`src/hdl/rapc_map.vh`:
```
// Register map, field positions, reset values and timing figures
// for the routing, auxiliary converter and power control block.
// Assumes inclusion by bare name from the design files.
`ifndef RAPC_MAP_VH
`define RAPC_MAP_VH

// ==========================================================
// Command addresses on the serial control bus
`define RAPC_ADDR_BUS_RESET 8'h01
`define RAPC_ADDR_ROUTING 8'hB1
`define RAPC_ADDR_THRESH 8'hB2
`define RAPC_ADDR_TIMING 8'hB3
`define RAPC_ADDR_POWER 8'hC0
`define RAPC_ADDR_STATUS 8'hC6
`define RAPC_ADDR_MASK 8'hCE

// ==========================================================
// Serial framing
`define RAPC_ADDR_LAST_BIT 5'h07
`define RAPC_DATA_LAST_BIT 5'h0F

// ==========================================================
// Reset values
`define RAPC_ROUTING_RST 16'h0000
`define RAPC_THRESH_RST 16'hFF00
`define RAPC_TIMING_RST 8'h00
`define RAPC_POWER_RST 16'h0000
`define RAPC_MASK_RST 16'h0000

// ==========================================================
// Field positions: routing word
`define RAPC_RT_MOD_HI 13
`define RAPC_RT_MOD_LO 12
`define RAPC_RT_IN_HI 5
`define RAPC_RT_IN_LO 4
`define RAPC_RT_AUD_HI 3
`define RAPC_RT_AUD_LO 2
`define RAPC_RT_RAMP_UP 1
`define RAPC_RT_RAMP_DN 0
`define RAPC_AUDIO_RESERVED 2'h3

// Field positions: thresholds and timing
`define RAPC_TH_HIGH_HI 15
`define RAPC_TH_HIGH_LO 8
`define RAPC_TH_LOW_HI 7
`define RAPC_TH_LOW_LO 0
`define RAPC_TM_SRC_HI 7
`define RAPC_TM_SRC_LO 6
`define RAPC_TM_INT_HI 5
`define RAPC_TM_INT_LO 0

// Field positions: power word
`define RAPC_PD_BLOCK_HI 15
`define RAPC_PD_BLOCK_LO 5
`define RAPC_PD_DSP 5
`define RAPC_PD_KEEP_PROG 4
`define RAPC_PD_XTAL_OFF 3
`define RAPC_PD_CLKOUT_OFF 2
`define RAPC_PD_AUX_EN 1
`define RAPC_PD_AUTO_RX 0

// Field positions: status and mask
`define RAPC_ST_IRQ 15
`define RAPC_ST_SIG_HIGH 9
`define RAPC_ST_SIG_LOW 8

// ==========================================================
// Timing
`define RAPC_MCLK_PERIOD_NS 4
`define RAPC_AUX_TICK_NS 20800

`endif

```
`src/hdl/rapc_power_ctrl.v`:
```
// Routing, auxiliary converter threshold monitor and power control.
// Assumes a host on the serial control pins and an analogue converter
// that answers each start pulse with a level and a one-cycle valid on mclk.
`timescale 1ns/1ps
`include "rapc_map.vh"

// Notes on behaviour
// Routing bits 13:12 steer modulator outputs
// Host writes zeros to reserved routing bits
// Bits 5:4 select analogue input
// Bits 3:2 select audio output; 11 reserved
// Bit1 ramps up, bit0 ramps down
// High threshold 15:8, low threshold 7:0
// Level above high/below low sets flag
// Flag interrupts only when its mask set
// Status read clears high and low flags
// Host keeps high threshold at least low
// No threshold/timing rewrite while converter on
// Timing bits 5:0 set conversion interval
// Auto start interval at most 125 us
// Timing bits 7:6 select converter source
// Power bits 15:5 enable blocks when set
// Bus or power reset clears power word
// Bit5 low holds signal processing reset
// Bit5 rise with bit4 low restores defaults
// Bit3 stops crystal, bit2 stops clock out
// Bit1 enables converter and its interrupts
// Bit0 starts receive above high threshold
// Host keeps bit0 low during programming
// Interrupt line low while irq and mask
// Defaults restored on unretained reset release
// One comparison per finished conversion
module rapc_power_ctrl
#(
    parameter TICK_CYCLES = `RAPC_AUX_TICK_NS / `RAPC_MCLK_PERIOD_NS
)
(
    // Clock and reset
    input wire mclk,
    input wire rst_b,
    // Host serial link
    input wire serClk,
    input wire serSel_b,
    input wire serDataIn,
    output wire replyData,
    output wire replyOe,
    output reg host_irq_line_b,
    // Signal routing
    output reg [1:0] modRouting,
    output reg [1:0] inputSelect,
    output reg [1:0] audioSelect,
    output reg rampUpPulse,
    output reg rampDownPulse,
    // Auxiliary converter
    output reg [1:0] auxSourceSelect,
    output reg auxEnable,
    output reg convStart,
    input wire adcValid,
    input wire [7:0] adcLevel,
    output reg rxAutoStart,
    // Power control
    output reg [10:0] blockPowerEn,
    output reg dspReset,
    output reg progDefaultLoad,
    output reg xtalPowerDown,
    output reg clockOutEnable
);

// ==========================================================
// Serial port
wire cmdStrobe;
wire [7:0] cmdAddr;
wire wrStrobe;
wire [15:0] wrData;
reg [15:0] statusWord;

rapc_serial_port uPort
(
    .mclk(mclk),
    .rst_b(rst_b),
    .serClk(serClk),
    .serSel_b(serSel_b),
    .serDataIn(serDataIn),
    .replyData(replyData),
    .replyOe(replyOe),
    .rdData(statusWord),
    .cmdStrobe(cmdStrobe),
    .cmdAddr(cmdAddr),
    .wrStrobe(wrStrobe),
    .wrData(wrData)
);

// ==========================================================
// Registers
reg [15:0] routing_reg;
reg [15:0] thresh_reg;
reg [7:0] timing_reg;
reg [15:0] power_reg;
reg [15:0] mask_reg;
reg sigHigh_reg;
reg sigLow_reg;
reg irq_reg;
wire busReset;
wire statusRead;
wire [15:0] power_next;

// Strobe qualified by one command address; shared by the reset, status, routing and power decodes
function addrHit;
    input strobe;
    input [7:0] addr;
    input [7:0] target;
    begin
        addrHit = strobe && (addr == target);
    end
endfunction

// Command decodes and the value a power write will load
assign busReset = addrHit(cmdStrobe, cmdAddr, `RAPC_ADDR_BUS_RESET);
assign statusRead = addrHit(cmdStrobe, cmdAddr, `RAPC_ADDR_STATUS);
assign power_next = wrData;

// Status word as read back by the host; unused bits read as zero
always @*
begin
    statusWord = 16'h0000;
    statusWord[`RAPC_ST_IRQ] = irq_reg;
    statusWord[`RAPC_ST_SIG_HIGH] = sigHigh_reg;
    statusWord[`RAPC_ST_SIG_LOW] = sigLow_reg;
end

// Write decode; bus reset restores the reset values
always @(posedge mclk)
begin
    if (!rst_b || busReset)
    begin
        routing_reg <= `RAPC_ROUTING_RST;
        thresh_reg <= `RAPC_THRESH_RST;
        timing_reg <= `RAPC_TIMING_RST;
        power_reg <= `RAPC_POWER_RST;
        mask_reg <= `RAPC_MASK_RST;
    end
    else if (wrStrobe)
    begin
        case (cmdAddr)
            `RAPC_ADDR_ROUTING: routing_reg <= wrData;
            `RAPC_ADDR_THRESH: thresh_reg <= wrData;
            `RAPC_ADDR_TIMING: timing_reg <= wrData[7:0];
            `RAPC_ADDR_POWER: power_reg <= power_next;
            `RAPC_ADDR_MASK: mask_reg <= wrData;
            default: routing_reg <= routing_reg;
        endcase
    end
end

// ==========================================================
// Conversion interval timer
reg [12:0] tickCnt_reg;
reg [5:0] intervalCnt_reg;
wire tickDone;
wire [5:0] intervalLast;

// End of one converter tick
assign tickDone = (tickCnt_reg == TICK_CYCLES[12:0] - 13'h0001);
// Zero interval still converts once per tick
assign intervalLast = (timing_reg[`RAPC_TM_INT_HI:`RAPC_TM_INT_LO] == 6'h00) ?
    6'h00 : timing_reg[`RAPC_TM_INT_HI:`RAPC_TM_INT_LO] - 6'h01;

// Start a conversion every interval while enabled
always @(posedge mclk)
begin
    if (!rst_b || !power_reg[`RAPC_PD_AUX_EN])
    begin
        tickCnt_reg <= 13'h0000;
        intervalCnt_reg <= 6'h00;
        convStart <= 1'b0;
    end
    else
    begin
        convStart <= 1'b0;
        if (tickDone)
        begin
            tickCnt_reg <= 13'h0000;
            if (intervalCnt_reg >= intervalLast)
            begin
                intervalCnt_reg <= 6'h00;
                convStart <= 1'b1;
            end
            else
            begin
                intervalCnt_reg <= intervalCnt_reg + 6'h01;
            end
        end
        else
        begin
            tickCnt_reg <= tickCnt_reg + 13'h0001;
        end
    end
end

// ==========================================================
// Threshold monitor and interrupt
wire aboveHigh;
wire belowLow;
wire setHigh;
wire setLow;
wire irqEvent;

// Compare each finished conversion against both thresholds
assign aboveHigh = adcLevel > thresh_reg[`RAPC_TH_HIGH_HI:`RAPC_TH_HIGH_LO];
assign belowLow = adcLevel < thresh_reg[`RAPC_TH_LOW_HI:`RAPC_TH_LOW_LO];
assign setHigh = adcValid && power_reg[`RAPC_PD_AUX_EN] && aboveHigh;
assign setLow = adcValid && power_reg[`RAPC_PD_AUX_EN] && belowLow;
assign irqEvent = (setHigh && !sigHigh_reg && mask_reg[`RAPC_ST_SIG_HIGH]) ||
    (setLow && !sigLow_reg && mask_reg[`RAPC_ST_SIG_LOW]);

// Sticky flags; a new event wins over the read clear
always @(posedge mclk)
begin
    if (!rst_b || busReset)
    begin
        sigHigh_reg <= 1'b0;
        sigLow_reg <= 1'b0;
        irq_reg <= 1'b0;
    end
    else
    begin
        sigHigh_reg <= setHigh | (sigHigh_reg & ~statusRead);
        sigLow_reg <= setLow | (sigLow_reg & ~statusRead);
        irq_reg <= irqEvent | (irq_reg & ~statusRead);
    end
end

// Interrupt line and auto receive start
always @(posedge mclk)
begin
    if (!rst_b)
    begin
        host_irq_line_b <= 1'b1;
        rxAutoStart <= 1'b0;
    end
    else
    begin
        host_irq_line_b <= ~(irq_reg & mask_reg[`RAPC_ST_IRQ]);
        rxAutoStart <= setHigh && power_reg[`RAPC_PD_AUTO_RX];
    end
end

// ==========================================================
// Routing, ramp and power outputs
wire routingWrite;
wire powerWrite;
wire dspRise;

// Write decodes for the ramp requests and the power word
assign routingWrite = addrHit(wrStrobe, cmdAddr, `RAPC_ADDR_ROUTING);
assign powerWrite = addrHit(wrStrobe, cmdAddr, `RAPC_ADDR_POWER);
assign dspRise = powerWrite && !power_reg[`RAPC_PD_DSP] && power_next[`RAPC_PD_DSP];

// Drive the analogue controls from the registers
always @(posedge mclk)
begin
    if (!rst_b)
    begin
        modRouting <= 2'h0;
        inputSelect <= 2'h0;
        audioSelect <= 2'h0;
        rampUpPulse <= 1'b0;
        rampDownPulse <= 1'b0;
        auxSourceSelect <= 2'h0;
        auxEnable <= 1'b0;
        blockPowerEn <= 11'h000;
        dspReset <= 1'b1;
        progDefaultLoad <= 1'b0;
        xtalPowerDown <= 1'b0;
        clockOutEnable <= 1'b1;
    end
    else
    begin
        modRouting <= routing_reg[`RAPC_RT_MOD_HI:`RAPC_RT_MOD_LO];
        inputSelect <= routing_reg[`RAPC_RT_IN_HI:`RAPC_RT_IN_LO];
        // Reserved audio code falls back to bias level
        if (routing_reg[`RAPC_RT_AUD_HI:`RAPC_RT_AUD_LO] == `RAPC_AUDIO_RESERVED)
        begin
            audioSelect <= 2'h0;
        end
        else
        begin
            audioSelect <= routing_reg[`RAPC_RT_AUD_HI:`RAPC_RT_AUD_LO];
        end
        // One pulse per routing write with the ramp bit set
        rampUpPulse <= routingWrite &&
            wrData[`RAPC_RT_RAMP_UP];
        rampDownPulse <= routingWrite &&
            wrData[`RAPC_RT_RAMP_DN];
        auxSourceSelect <= timing_reg[`RAPC_TM_SRC_HI:`RAPC_TM_SRC_LO];
        auxEnable <= power_reg[`RAPC_PD_AUX_EN];
        blockPowerEn <= power_reg[`RAPC_PD_BLOCK_HI:`RAPC_PD_BLOCK_LO];
        dspReset <= ~power_reg[`RAPC_PD_DSP];
        progDefaultLoad <= dspRise && !power_next[`RAPC_PD_KEEP_PROG];
        xtalPowerDown <= power_reg[`RAPC_PD_XTAL_OFF];
        clockOutEnable <= ~power_reg[`RAPC_PD_CLKOUT_OFF];
    end
end

endmodule // rapc_power_ctrl

```
`src/hdl/rapc_serial_port.v`:
```
// Serial control port: address byte then 16 data bits, MSB first.
// Assumes the host link pins are asynchronous to mclk; all are
// synchronised by two flops before use.
`timescale 1ns/1ps
`include "rapc_map.vh"

module rapc_serial_port
(
    // Clock and reset
    input wire mclk,
    input wire rst_b,
    // Host link pins
    input wire serClk,
    input wire serSel_b,
    input wire serDataIn,
    output reg replyData,
    output reg replyOe,
    // Register side
    input wire [15:0] rdData,
    output reg cmdStrobe,
    output reg [7:0] cmdAddr,
    output reg wrStrobe,
    output reg [15:0] wrData
);

// ==========================================================
// Synchronisers and edge detection
reg clkS1;
reg clkS2;
reg clkS3;
reg selS1;
reg selS2;
reg datS1;
reg datS2;
wire clkRise;
wire clkFall;

// Two flops per pin, third clock flop only for edges
always @(posedge mclk)
begin
    if (!rst_b)
    begin
        clkS1 <= 1'b0;
        clkS2 <= 1'b0;
        clkS3 <= 1'b0;
        selS1 <= 1'b1;
        selS2 <= 1'b1;
        datS1 <= 1'b0;
        datS2 <= 1'b0;
    end
    else
    begin
        clkS1 <= serClk;
        clkS2 <= clkS1;
        clkS3 <= clkS2;
        selS1 <= serSel_b;
        selS2 <= selS1;
        datS1 <= serDataIn;
        datS2 <= datS1;
    end
end

assign clkRise = clkS2 & ~clkS3;
assign clkFall = ~clkS2 & clkS3;

// ==========================================================
// Frame state
localparam PH_ADDR = 2'h0;
localparam PH_DATA = 2'h1;
localparam PH_DONE = 2'h2;

reg [1:0] phaseReg;
reg [4:0] bitCntReg;
reg [15:0] shiftInReg;
reg [15:0] replyShiftReg;
reg readModeReg;
wire [7:0] addrNow;
wire [15:0] dataNow;

assign addrNow = {shiftInReg[6:0], datS2};
assign dataNow = {shiftInReg[14:0], datS2};

// Shift in on rising link clock; first reply bit loads on the last address rise, the rest change on falling
always @(posedge mclk)
begin
    if (!rst_b)
    begin
        phaseReg <= PH_ADDR;
        bitCntReg <= 5'h00;
        shiftInReg <= 16'h0000;
        replyShiftReg <= 16'h0000;
        readModeReg <= 1'b0;
        replyData <= 1'b0;
        replyOe <= 1'b0;
        cmdStrobe <= 1'b0;
        cmdAddr <= 8'h00;
        wrStrobe <= 1'b0;
        wrData <= 16'h0000;
    end
    else
    begin
        cmdStrobe <= 1'b0;
        wrStrobe <= 1'b0;
        if (selS2)
        begin
            // Deselect aborts any partial frame
            phaseReg <= PH_ADDR;
            bitCntReg <= 5'h00;
            readModeReg <= 1'b0;
            replyOe <= 1'b0;
            replyData <= 1'b0;
        end
        else if (clkRise)
        begin
            shiftInReg <= dataNow;
            case (phaseReg)
                PH_ADDR:
                begin
                    if (bitCntReg == `RAPC_ADDR_LAST_BIT)
                    begin
                        cmdAddr <= addrNow;
                        cmdStrobe <= 1'b1;
                        bitCntReg <= 5'h00;
                        phaseReg <= (addrNow == `RAPC_ADDR_BUS_RESET) ? PH_DONE : PH_DATA;
                        readModeReg <= (addrNow == `RAPC_ADDR_STATUS);
                        if (addrNow == `RAPC_ADDR_STATUS)
                        begin
                            replyOe <= 1'b1;
                            replyData <= rdData[15];
                            replyShiftReg <= {rdData[14:0], 1'b0};
                        end
                    end
                    else
                    begin
                        bitCntReg <= bitCntReg + 5'h01;
                    end
                end
                PH_DATA:
                begin
                    if (bitCntReg == `RAPC_DATA_LAST_BIT)
                    begin
                        phaseReg <= PH_DONE;
                        wrStrobe <= ~readModeReg;
                        wrData <= dataNow;
                    end
                    bitCntReg <= bitCntReg + 5'h01;
                end
                default:
                begin
                    phaseReg <= PH_DONE;
                end
            endcase
        end
        else if (clkFall && readModeReg && phaseReg == PH_DATA && bitCntReg != 5'h00)
        begin
            // Next reply bit after the host sampled the last one
            replyData <= replyShiftReg[15];
            replyShiftReg <= {replyShiftReg[14:0], 1'b0};
        end
        else if (clkFall && readModeReg && phaseReg == PH_DONE)
        begin
            replyOe <= 1'b0;
        end
    end
end

endmodule // rapc_serial_port

```
`config.mk`:
```
export PLATFORM = sky130hd
export DESIGN_NAME = rapc_power_ctrl
export DESIGN_NICKNAME = d
export VERILOG_FILES = /design/src/hdl/rapc_power_ctrl.v /design/src/hdl/rapc_serial_port.v
export VERILOG_INCLUDE_DIRS = /design/src /design/src/hdl
export SDC_FILE = /design/constraint.sdc
export NUM_CORES = 1
export LEC_CHECK = 0
export ABC_AREA = 1
export BUFFER_PORTS_ARGS = -buffer_cell sky130_fd_sc_hd__buf_2
export CAP_MARGIN = 40
export CORE_MARGIN = 5
export CORE_UTILIZATION = 43
export CTS_CLUSTER_SIZE = 20
export DETAILED_ROUTE_END_ITERATION = 10
export GPL_TIMING_DRIVEN = 0
export MAX_ROUTING_LAYER = met4
export PLACE_DENSITY = 0.59
export SLEW_MARGIN = 20
export SYNTH_ARGS = -nofsm -noshare
export SYNTH_HDL_FRONTEND = slang
export SYNTH_SLANG_ARGS = --single-unit
export TNS_END_PERCENT = 5
```
`constraint.sdc`:
```
create_clock -name mclk -period 3.8 [get_ports mclk]
set_clock_uncertainty 0.1 [all_clocks]
set_input_delay 0 -clock mclk [delete_from_list [all_inputs] [get_ports mclk]]
set_output_delay 0 -clock mclk [all_outputs]
set_load 0.005 [all_outputs]
```
==> results of run 1 <==
per-stage QoR:
stage | std cells | util
2_1_floorplan | 854 | -
3_3_place_gp | 1109 | 0.4722
3_5_place_dp | 1109 | 0.4722
4_1_cts | 1146 | 0.5147
5_1_grt | 1146 | 0.5147
6_report | 1146 | 0.5147
path summary, 6_finish.rpt:
kind         slack, ns                 end  cells past startpoint           from
min reg2reg       0.29      clockOutEnable                      1   power_reg[2]
max               1.38  intervalCnt_reg[5]                     14  timing_reg[0]
max reg2reg       1.38  intervalCnt_reg[5]                     14  timing_reg[0]
min               0.06          sigLow_reg                      7    adcLevel[7]
report_power, final:
part	switching, mW	internal, mW	total [mW]
Clock	0.720	1.01	1.73
Sequential	0.00378	1.72	1.73
Combinational	0.0598	0.0309	0.0908
Total	0.783	2.77	3.55
layer usage:
layer	part of all wire	GRT usage	wire length (um)	vias to the layer above
li1	-	-	-	2901
met4	0.012	0.04871	182	0
met3	0.042	0.04160	636	14
met1	0.49	0.2400	7488	2478
met2	0.46	0.2807	6962	83
met5	0	-	0	-
cells in the mapped netlist, drive strengths merged:
cell type and instances:
a211oi 11, a21o 1, a21oi 81, and3 1, buf 20, clkbuf 6, clkinv 1, dfxtp 164
ha 27, inv 119, nand2 139, nand2b 1, nand3 40, nand4 13, nor2 116, nor2b 1
nor3 13, nor3b 1, nor4 1, o21a 1, o21ai 83, o21bai 1, o22ai 1, or2 5
xnor2 2, xor2 5
critical path: cells and delay by family (launching register included):
kind,cells,cell delay [ns]
AND/OR/NAND/NOR,6,0.72
flip-flops,1,0.33
adder cells (fa/ha/maj),2,0.45
AO/OA/AOI/OAI,4,0.60
buffers and inverters,2,0.15
cell families after synthesis:
logic type | Yosys count
fa+ha+maj | 27
flops | 164
compound gates | 179
buf+inv | 146
simple gates | 331
xor+xnor | 7
area by class of cell:
cell class / count / area, sq um
clock buffers: 19 / 452.9
multi-input cells: 544 / 2868
inverters: 120 / 451.7
repair buffers: 49 / 270.3
clock inverters: 13 / 147.6
fillers: 1551 / 7432
plain buffers: 26 / 145.1
flip-flops and latches: 164 / 3283
well taps: 211 / 264.0
what timing repair did:
| item | 4_1_cts | 5_1_grt |
|---|---|---|
| hold buffers | 5 | 0 |
| endpoints found under the hold margin | 12 | 0 |
| setup endpoints to repair | 0 | 0 |
==> out/results.tsv, run 1 <==
stage	metric	value	unit
floorplan	row_count	45	
global_routing	grt_pass1_wl	25580	um
power_and_ir_drop	p_total	3.551	mW
layout	areaGrowthSynthToFinish	16.82	%
placed_design	port_buffers	44	
global_routing	grt_usage	0.1813	
global_routing	grt_pass1_vias	5248	
drt	wl	15270	um
global_routing	grt.overflow.total	0	
power_and_ir_drop	p_per_area	450.4	nW/um^2
clocking	h-tree-depth	4	
critical_path	start_kind	flip-flop	
clocking	clkLatencyLatePin	0.43	ns
clocking	postCtsSetupRepairBufs	0	
placed_design	dp_hpwl	11460	um
critical_path	crit_type	flip-flop to flip-flop	
synth	synth_xor_area_frac	0.009086	
sta	hold_ws	0.06447	ns
sta	relSlewSlack	0.5607	
drt	drtPass1Iterations	5	
drt	drcViolationCount	0	
synth	synthCells	854	
synth	synth_area_leaders	dfxtp_1 49%, nand2_1 7.3%, inv_1 6.1%	
power_and_ir_drop	peakVddDrop	307.0	uV
synth	synth_top_area_frac	0.4866	
critical_path	crit_required	4.05	ns
synth	synth_mux_area_frac	0	
critical_path	critPathMaxStageDelay	0.33	ns
clocking	cts_root_buffer	clkbuf_16	
synth	synthAdderAreaFrac	0.05006	
floorplan	num_io_pins	45	
clocking	numClockSinks	164	
synth	ys_ff_latch	164	
synth	synth_area_per_cell	7.901	sq um
sta	fin_crit_sh	0.6370	
clocking	clk_pin_slew_worst_paths	0.06	ns
synth	seq_area_frac_synth	0.4866	
synth	syn-cell-area	6748	sq um
sta	setup_violations	0	
floorplan	die_x	135.3	um
floorplan	start_util	0.4406	
sta	rsz0062_at_grt	false	
critical_path	end_kind	flip-flop	
synth	synth_top_family_by_area	simple AND/OR/NAND/NOR gates	
critical_path	slowest_stage	dfxtp_1	
critical_path	critPathArrivalTime	2.67	ns
synth	synth_cell_types	43	
layout	nets	963	
sta	post-route-min-period	2.420	ns
run_status	outcome	completed	
synth	syn_nets	895	
power_and_ir_drop	leakagePower	3.415	nW
synth	synthSimpleGateAreaFrac	0.2242	
drt	wl_per_cell	13.33	um
sta	worst_slack	1.380	ns
layout	layout_common_cells	164 x dfxtp_1, 131 x nand2_1, 110 x inv_1	
floorplan	core-area	15310	sq um
floorplan	dieArea	18300	sq um
critical_path	critPathMaxFanout	4	
placed_design	place_ws	1.363	ns
placed_design	gp_congestion	0.8361	
global_routing	antenna_found_initial	0	
sta	max_freq	413.1	MHz
layout	antenna_cells	0	
min_path	hold_class	primary input to flip-flop	
sta	report.final.slew_viol_count	0	
flow_run	cap_violations	0	
sta	worst_pin_slew	0.6589	ns
layout	final_layout_size_suffix_gt1_frac	0.1465	
drt	drt_iter0_drc	384	
floorplan	die_y	135.3	um
clocking	cts_tree	yes	
placed_design	post_dp_cell_area	7232	sq um
synth	synth_compound_area_frac	0.1417	
drt	detail-route-antenna-nets	0	
clocking	numCtsBuffers	17	
synth	post-synth-top-area-cell	dfxtp_1	
layout	layout_commonest_cell	dfxtp_1	
global_routing	grt_start_max_net_pins	17	
clocking	cts_resized	0	
drt	post_drt_via_cell_ratio	4.778	
drt	num_vias	5476	
clocking	cts_buffer_depth	2	
critical_path	crit_chain	inv_1 > ha_1 > inv_1 > nor2_1 > nand2_1 > nand2_1 > nor3_1 > o21ai_0 > ha_1 > a21oi_1 > o21a_1 > nor2b_1 > nand3_1 > a21oi_1	
sta	tns	0	ns
sta	hold_viol_final	0	
layout	design_area	7883	sq um
synth	ys_warn_count	0	
Power figures use the tool's default switching activity.
==> run 2, diff against run 1 <==
PLACE_DENSITY = 0.61   (was 0.59)
clock period = 2.21 ns   (was 3.8 ns; I/O delays follow)
==> out/results.tsv, run 2 (synthesis results as in run 1) <==
stage	metric	value	unit
layout	final_util	0.5242	
layout	layout_common_cells	162 x dfxtp_1, 129 x nand2_1, 107 x inv_1	
drt	drt_iter0_drc	386	
drt	num_vias	5527	
layout	final_layout_size_suffix_gt1_frac	0.1684	
global_routing	grt_pass1_wl	25350	um
clocking	cts_root_buffer	clkbuf_16	
placed_design	gp_congestion	0.8237	
critical_path	crit_type	flip-flop to flip-flop	
layout	layout_commonest_cell	dfxtp_1	
global_routing	grt_start_max_net_pins	17	
layout	areaGrowthSynthToFinish	18.97	%
sta	fin_crit_sh	0.9920	
flow_run	cap_violations	0	
layout	finalNonFillerCells	1149	
sta	setup_violations	0	
min_path	min_delay_path_depth	7	
clocking	numClockSinks	164	
placed_design	place_inst	1109	
clocking	numCtsBuffers	17	
placed_design	port_buffers	44	
critical_path	critPathMaxFanout	4	
drt	detail-route-antenna-nets	0	
drt	drtPass1Iterations	5	
global_routing	grt_usage	0.1810	
critical_path	cp-startpoint	timing_reg[0]	
placed_design	dp_hpwl	11440	um
critical_path	critPathMaxStageDelay	0.35	ns
power_and_ir_drop	peakVddDrop	721.3	uV
min_path	min-delay-start	adcLevel[7]	
drt	wl_per_cell	13.58	um
min_path	hold_class	primary input to flip-flop	
critical_path	end_kind	flip-flop	
placed_design	post_dp_cell_area	7232	sq um
clocking	cts_tree	yes	
run_status	outcome	completed	
power_and_ir_drop	leakagePower	3.468	nW
drt	drcViolationCount	0	
layout	nets	966	
floorplan	start_util	0.4406	
sta	report.final.slew_viol_count	0	
floorplan	row_count	45	
global_routing	antenna_found_initial	0	
floorplan	die_x	135.3	um
sta	post-route-min-period	2.192	ns
sta	worst_pin_slew	0.6097	ns
drt	post_drt_via_cell_ratio	4.810	
drt	m1WireLength	7564	um
drt	routed.top_layer	met4	
critical_path	worstRegToRegCells	14	
power_and_ir_drop	p_total	6.389	mW
sta	rsz0062_at_grt	true	
clocking	clk_pin_slew_worst_paths	0.06	ns
critical_path	r2r-start	timing_reg[0]	
drt	met3WireLength	644	um
global_routing	grt.overflow.total	0	
clocking	clkLatencyLatePin	0.43	ns
layout	design_area	8028	sq um
sta	max_freq	456.1	MHz
floorplan	die_y	135.3	um
critical_path	critPathArrivalTime	2.45	ns
floorplan	num_io_pins	45	
power_and_ir_drop	p_per_area	795.9	nW/um^2
sta	hold_viol_final	0	
floorplan	core-area	15310	sq um
critical_path	crit_required	2.47	ns
global_routing	grt_pass1_vias	5163	
floorplan	dieArea	18300	sq um
layout	antenna_cells	0	
drt	dr_wl_met2	7294	um
clocking	h-tree-depth	4	
critical_path	start_kind	flip-flop	
critical_path	crit_chain	inv_2 > ha_4 > inv_2 > nor2_4 > nand2_2 > nand2_2 > nor3_2 > o21ai_1 > ha_1 > a21oi_2 > o21a_1 > nor2b_4 > nand3_2 > a21oi_2	
drt	wl	15610	um
critical_path	slowest_stage	dfxtp_2	
sta	relSlewSlack	0.5936	
clocking	cts_buffer_depth	2	
## run 2: report_power, final
group / leakage, nW / total [mW] / internal [mW] / switching (mW)
Clock: 0.305 / 3.26 / 2.02 / 1.24
Combinational: 1.84 / 0.155 / 0.0530 / 0.102
Sequential: 1.32 / 2.97 / 2.96 / 0.00650
Total: 3.47 / 6.39 / 5.04 / 1.35
## run 2: layout make-up
class | count | area (sq um)
tap | 211 | 264.0
clock buffer | 18 | 429.2
multi-input combinational | 544 | 2937
inverter | 120 | 451.7
sequential | 164 | 3286
clock inverter | 14 | 222.7
fill | 1482 | 7287
timing repair buffer | 52 | 292.8
buffer | 26 | 145.1
## run 2: worst paths after layout
kind / end / slack, ns
setup / recovery: intervalCnt_reg[5] / 0.02
hold / removal: sigLow_reg / 0.06
hold reg to reg: host_irq_line_b / 0.31
setup reg to reg: intervalCnt_reg[5] / 0.02
## run 2: worst max-delay path, delay by kind of cell (launching register included)
family,cells,cell delay [ns]
flip-flops,1,0.35
AO/OA/AOI/OAI,4,0.51
AND/OR/NAND/NOR,6,0.59
buffers and inverters,2,0.12
adder cells (fa/ha/maj),2,0.48
## run 2: repair_timing
action / in CTS / in global routing
pin swaps: 2 / 11
hold buffers: 5 / 0
gates resized for setup: 9 / 15
endpoints found under the hold margin: 12 / 0
setup buffers: 0 / 3
endpoints found under the setup margin: 7 / 7
## run 2: routing by layer
metal  vias to the layer above  global-route usage
met5                         -                   -
met4                         0             0.04367
met3                         9             0.04421
met2                        75              0.2835
met1                      2546              0.2372
li1                       2897                   -
## run 2: through the flow
stage,setup slack [ns],hold slack [ns],TNS (ns)
finish,0.01758,0.06110,0
global route,-0.1339,0.08712,-0.5604
CTS,0.006248,0.05113,0
detailed placement,-0.2008,0.08714,-0.9120
global placement,-0.1898,0.08656,-0.8099
floorplan,0.08027,-0.002369,0
==> run 3, diff against run 2 <==
BUFFER_PORTS_ARGS = unset   (was -buffer_cell sky130_fd_sc_hd__buf_2)
DONT_BUFFER_PORTS = 1   (was unset)
PLACE_DENSITY = 0.59   (was 0.61)
==> out/results.tsv, run 3 (synthesis results as in run 1) <==
stage	metric	value	unit
critical_path	r2r_slack	0.02	ns
drt	post_drt_via_cell_ratio	4.891	
clocking	numCtsBuffers	17	
sta	setup_violations	0	
critical_path	critPathMaxFanout	4	
clocking	numClockSinks	164	
drt	wl_per_cell	13.92	um
min_path	hold_class	primary input to flip-flop	
sta	relSlewSlack	0.5294	
layout	areaGrowthSynthToFinish	15.59	%
layout	finalNonFillerCells	1110	
layout	nets	927	
layout	antenna_cells	0	
critical_path	r2r-start	timing_reg[0]	
sta	report.final.slew_viol_count	0	
placed_design	dp_hpwl	11450	um
flow_run	cap_violations	0	
global_routing	grt_pass1_vias	5136	
floorplan	start_util	0.4406	
sta	max_freq	456.0	MHz
layout	layout_common_cells	162 x dfxtp_1, 129 x nand2_1, 107 x inv_1	
clocking	cts_root_buffer	clkbuf_16	
power_and_ir_drop	intPower	4.738	mW
layout	final_layout_size_suffix_gt1_frac	0.1290	
placed_design	port_buffers	0	
floorplan	die_x	135.3	um
global_routing	grt_usage	0.1809	
layout	fill_cells	1508	
floorplan	dieArea	18300	sq um
clocking	clk_pin_slew_worst_paths	0.06	ns
floorplan	die_y	135.3	um
floorplan	row_count	45	
critical_path	critPathArrivalTime	2.45	ns
power_and_ir_drop	pwr-share-comb	0.024	
sta	hold_viol_final	0	
drt	drt_iter0_drc	342	
placed_design	gp_congestion	0.8238	
drt	drcViolationCount	0	
critical_path	end_kind	flip-flop	
floorplan	core-area	15310	sq um
global_routing	grt_start_max_net_pins	17	
drt	num_vias	5429	
global_routing	grt.overflow.total	0	
floorplan	num_io_pins	45	
power_and_ir_drop	p_seq_frac	0.486	
sta	post-route-min-period	2.193	ns
power_and_ir_drop	peakVddDrop	543.3	uV
drt	wl	15450	um
drt	detail-route-antenna-nets	0	
clocking	h-tree-depth	4	
power_and_ir_drop	netSwitchingFraction	0.2255	
run_status	outcome	completed	
critical_path	crit_required	2.47	ns
sta	worst_pin_slew	0.7059	ns
sta	rsz0062_at_grt	true	
global_routing	antenna_found_initial	0	
placed_design	post_dp_cell_area	7012	sq um
critical_path	start_kind	flip-flop	
sta	fin_crit_sh	0.9923	
global_routing	grt_pass1_wl	25470	um
clocking	cts_tree	yes	
drt	drtPass1Iterations	4	
layout	design_area	7800	sq um
critical_path	crit_type	flip-flop to flip-flop	
power_and_ir_drop	clkPwrFrac	0.491	
clocking	cts_buffer_depth	2	
min_path	min-delay-start	adcLevel[2]	
power_and_ir_drop	p_per_area	784.2	nW/um^2
critical_path	cp-startpoint	timing_reg[0]	
clocking	clkLatencyLatePin	0.42	ns
placed_design	place_inst	1065	
power_and_ir_drop	leakagePower	3.251	nW
power_and_ir_drop	p_sw	1.379	mW
layout	layout_commonest_cell	dfxtp_1	
-- run 3: final timing paths --
| kind | end | cells past startpoint |
|---|---|---|
| worst min register to register | clockOutEnable | 1 |
| worst max-delay path | intervalCnt_reg[4] | 14 |
| worst max register to register | intervalCnt_reg[4] | 14 |
| worst min-delay path | sigHigh_reg | 6 |
-- run 3: cell type report --
type                       instances  area (sq um)  share of cell area
multi-input combinational        544          2933              0.3760
tap                              211         264.0             0.03385
clock inverter                    14         163.9             0.02101
sequential                       164          3286              0.4212
inverter                         120         451.7             0.05791
timing repair buffer              13         117.6             0.01508
buffer                            26         145.1             0.01861
clock buffer                      18         439.2             0.05630
-- run 3: per-layer routing --
layer | GRT usage | up-vias | share of wire
li1 | - | 2832 | -
met1 | 0.2362 | 2479 | 0.48
met2 | 0.2815 | 98 | 0.46
met3 | 0.04346 | 20 | 0.048
met4 | 0.05095 | 0 | 0.014
met5 | - | - | 0
-- run 3: power by group through the flow --
stage | clock, mW | combinational [mW] | sequential (mW)
after global routing | 3.20 | 0.168 | 2.97
after floorplan | 0 | 0.0968 | 3.04
after CTS | 3.07 | 0.147 | 2.97
after global placement | 0 | 0.135 | 3.04
final | 3.00 | 0.146 | 2.97
after detailed placement | 0 | 0.135 | 3.04
-- run 3: metrics by stage --
step | utilization | total power, mW | worst slack (ns) | TNS (ns) | hold WS [ns]
floorplan | - | 3.132 | 0.08027 | 0 | -0.002369
global route | 0.5093 | 6.338 | -0.1273 | -0.4447 | 0.07186
finish | 0.5093 | 6.117 | 0.01697 | 0 | 0.06076
CTS | 0.5038 | 6.185 | 0.01359 | 0 | 0.03925
detailed placement | 0.4578 | 3.172 | -0.2328 | -1.037 | 0.003603
global placement | 0.4578 | 3.172 | -0.1937 | -0.8198 | 0.001639
-- run 3: worst max-delay path, cell delays in order (launching register included) --
cell	delay [ns]
dfxtp_2	0.35
inv_2	0.06
ha_4	0.15
inv_2	0.06
nor2_4	0.04
nand2_2	0.07
nand2_2	0.05
nor3_2	0.10
o21ai_1	0.09
ha_1	0.32
a21oi_2	0.15
o21a_1	0.17
nor2b_4	0.21
nand3_2	0.09
a21oi_2	0.13
-- run 3: timing repair --
item / CTS / global route
hold endpoints to repair: 31 / 0
gates resized for setup: 10 / 13
endpoints found under the setup margin: 7 / 7
setup buffers: 0 / 5
hold buffers: 8 / 0
pin swaps: 2 / 7
